## src/inc/dqd_params.svh

```systemverilog
// Overview of operation
// - Four event queues hold events until dispatched
// - Reset maps queue n to controller n
// - Lowest numbered eligible queue wins
// - Never submit to a controller not ready
// - Skip queues whose controller is busy
// - Legacy mode: pending lower queue blocks higher
// - Each controller reaches a fixed target set
// - Map fields select each queue's controller
// - Queue zero remapped to one uses controller one
`ifndef DQD_PARAMS_SVH
`define DQD_PARAMS_SVH

// ----------------------------------------
// Register byte addresses
// ----------------------------------------
`define DQD_MAP_OFS 32'h02a00280
`define DQD_CTRL_OFS 32'h02a00284
`define DQD_STAT_OFS 32'h02a00288

// ----------------------------------------
// Fields and reset values
// ----------------------------------------
`define DQD_FLD_W 4
`define DQD_MAP_RST 8'he4
`define DQD_CTRL_LEGACY_BIT 0
`define DQD_STAT_FULL_LSB 4
`define DQD_STAT_ERR_BIT 8

// ----------------------------------------
// Target reach per controller
// ----------------------------------------
// Bit order: dec A, dec B, serial, cell, cfg xbar, bridge, pci,
// ddr, ext mem, core
`define DQD_REACH_TC0 10'h383
`define DQD_REACH_TC1 10'h3fc
`define DQD_REACH_TC2 10'h3e0
`define DQD_REACH_TC3 10'h3e0

`endif

```

## src/inc/dqd_pkg.sv

```systemverilog
package dqd_pkg;
	// Index of a queue or of a transfer controller
	typedef logic [1:0] dqd_idx_t;
	// Target index carried by an event
	typedef logic [3:0] dqd_target_t;
endpackage

```

## src/rtl/dqd_dispatch.sv

```systemverilog
// Local design decision: the Avalon-MM slave port.
`timescale 1ns/1ps
`include "dqd_params.svh"

module dqd_dispatch #(
	parameter int DEPTH = 8,
	parameter int PW = 8
) (
	input wire logic sys_clk_i,
	input wire logic rst_n_i,
	// Avalon-MM slave
	input wire logic [31:0] avs_address_i,
	input wire logic avs_read_i,
	input wire logic avs_write_i,
	input wire logic [31:0] avs_writedata_i,
	input wire logic [3:0] avs_byteenable_i,
	output logic [31:0] avs_readdata_o,
	output logic avs_waitrequest_o,
	// Incoming events
	input wire logic event_valid_i,
	input wire dqd_pkg::dqd_idx_t event_queue_i,
	input wire dqd_pkg::dqd_target_t event_target_i,
	input wire logic [PW-1:0] event_payload_i,
	output logic event_ready_o,
	// Transfer requests to the four controllers
	input wire logic [3:0] tc_ready_i,
	output logic [3:0] tr_valid_o,
	output logic [PW-1:0] tr_payload_o,
	output dqd_pkg::dqd_idx_t tr_queue_o
);

	localparam int AW = $clog2(DEPTH);
	localparam logic [AW:0] FULL_CNT = (AW+1)'(DEPTH);

	// ----------------------------------------
	// State
	// ----------------------------------------
	logic [7:0] map_q;
	logic [7:0] next_map;
	logic legacy_q;
	logic next_legacy;
	logic reach_err_q;
	logic next_reach_err;
	logic ack_q;
	logic next_ack;
	logic [31:0] rdata_q;
	logic [31:0] next_rdata;

	logic [PW-1:0] mem [4][DEPTH];
	logic [AW-1:0] head_q [4];
	logic [AW-1:0] tail_q [4];
	logic [AW:0] cnt_q [4];
	logic [AW-1:0] next_head [4];
	logic [AW-1:0] next_tail [4];
	logic [AW:0] next_cnt [4];

	logic [3:0] nonempty;
	logic [3:0] full;
	logic [3:0] elig;
	logic [3:0] reach_ok;
	logic grant_v;
	dqd_pkg::dqd_idx_t grant_q;
	dqd_pkg::dqd_idx_t tc_of [4];
	logic ev_fire;
	logic wr_fire;
	logic [3:0] lower_mask;

	// ----------------------------------------
	// Queue status and controller lookup
	// ----------------------------------------
	// Field n of the map names the controller serving queue n
	always_comb begin
		for (int q = 0; q < 4; q++) begin
			tc_of[q] = map_q[2*q +: 2];
			nonempty[q] = (cnt_q[q] != '0);
			full[q] = (cnt_q[q] == FULL_CNT);
			elig[q] = nonempty[q] && tc_ready_i[tc_of[q]];
		end
	end

	// ----------------------------------------
	// Arbiter
	// ----------------------------------------
	// Normal: lowest eligible queue; a busy controller is skipped.
	// Legacy: only the lowest pending queue may go, so a busy
	// controller on the lowest pending queue stalls every higher queue.
	always_comb begin
		grant_v = 1'b0;
		grant_q = 2'd0;
		if (legacy_q) begin
			for (int q = 3; q >= 0; q--) begin
				if (nonempty[q]) begin
					grant_q = 2'(q);
				end
			end
			grant_v = elig[grant_q];
		end else begin
			for (int q = 3; q >= 0; q--) begin
				if (elig[q]) begin
					grant_v = 1'b1;
					grant_q = 2'(q);
				end
			end
		end
	end

	// One request a cycle, so a duplicate map cannot double-book
	always_comb begin
		tr_valid_o = 4'h0;
		if (grant_v) begin
			tr_valid_o[tc_of[grant_q]] = 1'b1;
		end
		tr_payload_o = mem[grant_q][head_q[grant_q]];
		tr_queue_o = grant_q;
	end

	assign lower_mask = (4'h1 << grant_q) - 4'h1;

	// ----------------------------------------
	// Event intake
	// ----------------------------------------
	// A full queue pushes back instead of dropping the event
	assign event_ready_o = !full[event_queue_i];
	assign ev_fire = event_valid_i && event_ready_o;

	// Target reach of the controller behind each queue
	always_comb begin
		for (int q = 0; q < 4; q++) begin
			case (tc_of[q])
				2'd0: reach_ok[q] = 1'(`DQD_REACH_TC0 >> event_target_i);
				2'd1: reach_ok[q] = 1'(`DQD_REACH_TC1 >> event_target_i);
				2'd2: reach_ok[q] = 1'(`DQD_REACH_TC2 >> event_target_i);
				default: reach_ok[q] = 1'(`DQD_REACH_TC3 >> event_target_i);
			endcase
		end
	end

	// ----------------------------------------
	// Queue pointers
	// ----------------------------------------
	always_comb begin
		for (int q = 0; q < 4; q++) begin
			next_head[q] = head_q[q];
			next_tail[q] = tail_q[q];
			next_cnt[q] = cnt_q[q];
			if (ev_fire && event_queue_i == 2'(q)) begin
				next_tail[q] = tail_q[q] + 1'b1;
				next_cnt[q] = next_cnt[q] + 1'b1;
			end
			if (grant_v && grant_q == 2'(q)) begin
				next_head[q] = head_q[q] + 1'b1;
				next_cnt[q] = next_cnt[q] - 1'b1;
			end
		end
	end

	always_ff @(posedge sys_clk_i or negedge rst_n_i) begin
		if (!rst_n_i) begin
			for (int q = 0; q < 4; q++) begin
				head_q[q] <= '0;
				tail_q[q] <= '0;
				cnt_q[q] <= '0;
			end
		end else begin
			head_q <= next_head;
			tail_q <= next_tail;
			cnt_q <= next_cnt;
		end
	end

	// Payload storage has no reset; empty slots reach tr_payload_o only while no request is valid
	always_ff @(posedge sys_clk_i) begin
		if (ev_fire) begin
			mem[event_queue_i][tail_q[event_queue_i]] <= event_payload_i;
		end
	end

	// ----------------------------------------
	// Register slave
	// ----------------------------------------
	// One wait cycle per access keeps read data registered
	assign avs_waitrequest_o = (avs_read_i || avs_write_i) && !ack_q;
	assign wr_fire = avs_write_i && ack_q;
	assign avs_readdata_o = rdata_q;

	always_comb begin
		next_ack = (avs_read_i || avs_write_i) && !ack_q;
		next_rdata = rdata_q;
		if (avs_read_i && !ack_q) begin
			case (avs_address_i)
				`DQD_MAP_OFS: begin
					next_rdata = 32'h0;
					for (int q = 0; q < 4; q++) begin
						next_rdata[`DQD_FLD_W*q +: 2] = map_q[2*q +: 2];
					end
				end
				`DQD_CTRL_OFS: begin
					next_rdata = 32'h0;
					next_rdata[`DQD_CTRL_LEGACY_BIT] = legacy_q;
				end
				`DQD_STAT_OFS: begin
					next_rdata = 32'h0;
					next_rdata[3:0] = nonempty;
					next_rdata[`DQD_STAT_FULL_LSB +: 4] = full;
					next_rdata[`DQD_STAT_ERR_BIT] = reach_err_q;
				end
				default: next_rdata = 32'h0;
			endcase
		end
	end

	// Writes land on the edge where waitrequest is low
	always_comb begin
		next_map = map_q;
		next_legacy = legacy_q;
		next_reach_err = reach_err_q;
		if (wr_fire && avs_address_i == `DQD_MAP_OFS) begin
			// Software keeps the map one-to-one; not checked here
			if (avs_byteenable_i[0]) begin
				next_map[1:0] = avs_writedata_i[1:0];
				next_map[3:2] = avs_writedata_i[5:4];
			end
			if (avs_byteenable_i[1]) begin
				next_map[5:4] = avs_writedata_i[9:8];
				next_map[7:6] = avs_writedata_i[13:12];
			end
		end
		if (wr_fire && avs_address_i == `DQD_CTRL_OFS && avs_byteenable_i[0]) begin
			next_legacy = avs_writedata_i[`DQD_CTRL_LEGACY_BIT];
		end
		if (wr_fire && avs_address_i == `DQD_STAT_OFS && avs_byteenable_i[1]) begin
			if (avs_writedata_i[`DQD_STAT_ERR_BIT]) begin
				next_reach_err = 1'b0;
			end
		end
		// Set wins over a clear in the same cycle
		if (ev_fire && !reach_ok[event_queue_i]) begin
			next_reach_err = 1'b1;
		end
	end

	always_ff @(posedge sys_clk_i or negedge rst_n_i) begin
		if (!rst_n_i) begin
			map_q <= `DQD_MAP_RST;
			legacy_q <= 1'b0;
			reach_err_q <= 1'b0;
			ack_q <= 1'b0;
			rdata_q <= 32'h0;
		end else begin
			map_q <= next_map;
			legacy_q <= next_legacy;
			reach_err_q <= next_reach_err;
			ack_q <= next_ack;
			rdata_q <= next_rdata;
		end
	end
endmodule

```

## config.mk

```make
export PLATFORM = sky130hd
export DESIGN_NAME = dqd_dispatch
export DESIGN_NICKNAME = d
export VERILOG_FILES = /design/src/inc/dqd_pkg.sv /design/src/rtl/dqd_dispatch.sv
export VERILOG_INCLUDE_DIRS = /design/src /design/src/inc
export SDC_FILE = /design/constraint.sdc
export NUM_CORES = 1
export LEC_CHECK = 0
export BUFFER_PORTS_ARGS = -buffer_cell sky130_fd_sc_hd__buf_2
export CORE_ASPECT_RATIO = 1.1
export CORE_MARGIN = 2
export CORE_UTILIZATION = 40
export DETAILED_ROUTE_END_ITERATION = 16
export HOLD_SLACK_MARGIN = 0.02
export PLACE_DENSITY_LB_ADDON = 0.15
export SLEW_MARGIN = 20
export SYNTH_ARGS = -nofsm -noshare
export SYNTH_HDL_FRONTEND = slang
export SYNTH_SLANG_ARGS = --single-unit
export TNS_END_PERCENT = 10
```

## constraint.sdc

```tcl
create_clock -name sys_clk_i -period 3.9 [get_ports sys_clk_i]
set_input_delay 0 -clock sys_clk_i [delete_from_list [all_inputs] [get_ports sys_clk_i]]
set_output_delay 0 -clock sys_clk_i [all_outputs]
set_load 0.03 [all_outputs]
```

==> flow_summary.json <==
{
  "finalHoldViolations": 0,
  "tritoncts": "done",
  "wl_per_cell_microns": 21.50,
  "diodes": 0,
  "vias": 9350,
  "synth_area_leaders": "edfxtp_1 55%, dfrtp_1 11%, nor2_1 4.9%, nand2_1 3.2%, nand4_1 2.2%",
  "die_area_sq_mm": 0.03642,
  "die_w_microns": 182.2,
  "fillCellCount": 2997,
  "grt_use_total_pct": 20.52,
  "gp_congestion": 0.8078,
  "cts_buffers": 37,
  "antenna_found_initial": 0,
  "layout-drive-gt1-share_pct": 25.54,
  "synth_top_flop_cell": "edfxtp_1",
  "multi_input_area_sq_mm": 0.004775,
  "yosys.area.top_type_share_pct": 55.05,
  "viasPerCell": 5.405,
  "worstSetupPathType": "reg2out",
  "synth_top_area_cell": "edfxtp_1",
  "path_max_fanout": 8,
  "grt_pass1_vias": 9448,
  "finalCritPeriodShare_pct": 102.5,
  "die_h_microns": 200.0,
  "fin_util_pct": 50.94,
  "syn_inst": 1084,
  "finalSetupViolations": 8,
  "preCtsSetupSlack_ps": 160.1,
  "wl_microns": 37200,
  "insertion_delay_ps": 520,
  "maxCapViolCount": 0,
  "crit_path_start_kind": "flop",
  "fmax_mhz": 250.2,
  "syn_avg_cell_area_sq_um": 12.88,
  "cts-root-buf": "clkbuf_16",
  "p_leak_nw": 6.366,
  "fin_total_pwr_mw": 11.90,
  "ir_drop_uv": 399.4,
  "grt_max_degree": 47,
  "drcViolationCount": 0,
  "area_growth_pct": 25.09,
  "critical_path_arrival_ps": 4000,
  "std_cell_rows": 71,
  "required_ps": 3900,
  "hold_class": "in2reg",
  "synth_edf_count": 256,
  "numClockSinks": 319,
  "tightest_slew_ps": 847.8,
  "power.density_mw_per_mm2": 681.0,
  "htreeDepth": 2,
  "drtPass1Iterations": 5,
  "grt.overflow.total": 0,
  "endpoint_kind": "primary output",
  "seqCellArea_sq_mm": 0.009269,
  "yosysUniqueCellTypes": 66,
  "nNetsFinal": 1376,
  "antenna_left": 0,
  "status": "finished, violations left",
  "ys_warn_count": 0,
  "clk_pin_slew_ps": 60,
  "setup_ws_ps": -97.16,
  "initial_utilization_pct": 40.72,
  "period_minus_slack_ps": 3997,
  "hold_ws_ps": 66.23,
  "slew_headroom_pct": 43.27,
  "yosysSeqAreaShare_pct": 66.37,
  "hpwl_microns": 22260,
  "rsz0062_at_grt": "yes",
  "ys_ff_latch": 319,
  "core_area_sq_mm": 0.03429,
  "port_buffers": 92,
  "synth_area_sq_mm": 0.01396,
  "grt_pass1_wl_microns": 56260,
  "finalMaxSlewViolations": 0,
  "drt_iter0_drc": 737,
  "boundaryPins": 139,
  "clock_path_buffers": 3,
  "violations": "setup timing",
  "skew_ps": 21.74,
  "async_flop_share_pct": 19.75
}
==> final timing paths <==
kind / from / endpoint / slack (ps) / depth (start not counted)
max in group asynchronous: rst_n_i / cnt_q[5]$_DFF_PN0_ / 2730 / 3
worst max register to register: cnt_q[13]$_DFF_PN0_ / mem[0][9]$_DFFE_PP_ / 880 / 10
worst min register to register: avs_readdata_o[2]$_DFFE_PN0P_ / avs_readdata_o[2]$_DFFE_PN0P_ / 460 / 2
min in group asynchronous: rst_n_i / head_q[5]$_DFFE_PN0P_ / 150 / 3
worst min-delay path: event_payload_i[7] / mem[1][47]$_DFFE_PP_ / 70 / 1
worst max-delay path: map_q[2]$_DFFE_PN1P_ / tr_payload_o[1] / -100 / 12
==> stage by stage <==
step           instance area [sq um]  TNS (ps)  std cells
3_3_place_gp                   15110         0       1610
6_report                       17470    -524.0       1730
2_1_floorplan                  14040         0       1103
4_1_cts                        17150     -1775       1719
5_1_grt                        17470     -1412       1730
3_5_place_dp                   15110         0       1610
==> per-layer routing <==
layer	vias up	wire, microns	track usage, %
li1	4391	-	-
met1	4641	16330	27.04
met2	273	18280	36.13
met3	45	1984	3.284
met4	0	602	4.271
met5	-	0	0
==> sequential cells by signal, summed over array words and instances, names as in the netlist <==
register,cells
reach_err_q,1
tail_q,12
avs_readdata_o,12
mem,256
legacy_q,1
cnt_q,16
ack_q,1
head_q,12
map_q,8
==> critical path: stages (launching register included) <==
cell and delay (ps):
dfstp_2 560, mux4_2 540, and2_4 170, o41a_4 410, buf_6 150, mux2i_4 290
buf_12 180, buf_16 140, nand4_1 90, o221ai_1 140, nor4_1 130, or4_4 510
buf_6 160
==> synth_stat cells (3+ instances only) <==
library cell  number
a21oi_1            9
a2bb2oi_1          4
and2_1             4
buf_1              5
buf_2             17
buf_4             20
buf_6              4
clkbuf_1          24
dfrtp_1           59
dfstp_2            4
edfxtp_1         256
ha_1              20
inv_1             13
mux2_2            17
mux2i_1           15
mux4_2             8
nand2_1          118
nand2b_1           8
nand3_1           12
nand3_2            3
nand3b_1           5
nand4_1           48
nor2_1           181
nor3_1             5
nor3_2             3
nor3b_1            4
nor4_1            19
nor4b_1           17
o211ai_1           3
o21ai_0           20
o221ai_1          31
o22ai_1           32
o31ai_1            6
or3_1              3
or4_1              9
xnor2_1           34
xor2_1             7
==> logic make-up (layout without fill, tap and decap cells) <==
logic type,after synthesis,after routing,synth area share [%]
AO/OA/AOI/OAI,122,122,6.379
XOR/XNOR,41,41,2.571
adder cells (fa/ha/maj),20,20,1.792
buffers and inverters,85,274,3.199
flip-flops,319,319,66.37
multiplexers,42,42,3.996
other,1,20,0.02685
AND/OR/NAND/NOR,454,454,15.66
==> cell type report <==
cell class                 count  share of cell area, %
sequential                   319                  53.06
tap                          438                  3.137
clock buffer                  53                  5.995
inverter                      15                 0.4298
timing repair buffer         193                  9.498
multi-input combinational    699                  27.33
clock inverter                13                 0.5444
==> timing repair <==
item | in CTS | in global routing
pin swaps | 23 | 16
resized for setup | 72 | 44
setup buffers | 13 | 12
setup endpoints to repair | 8 | 8
endpoints found under the hold margin | 38 | 0
hold buffers | 28 | 0
gates cloned | 5 | 2
==> power breakdown <==
group | total [mW] | switching (mW) | internal, mW
Clock | 3.27 | 1.34 | 1.93
Combinational | 4.33 | 2.40 | 1.93
Sequential | 4.29 | 0.263 | 4.02
==> layout by cell type (no fill, tap or decap), drive strengths merged, types with 17 or more instances in the layout <==
cell type | Yosys | layout
buf | 46 | 161
clkbuf | 24 | 55
conb | 1 | 20
dfrtp | 59 | 59
dlygate4sd3 | 0 | 28
edfxtp | 256 | 256
ha | 20 | 20
mux2 | 17 | 17
mux2i | 17 | 17
nand2 | 120 | 120
nand4 | 48 | 48
nor2 | 182 | 182
nor4 | 19 | 19
nor4b | 17 | 17
o21ai | 20 | 20
o221ai | 31 | 31
o22ai | 32 | 32
xnor2 | 34 | 34
Note: power is estimated with default switching activity, not from simulation.
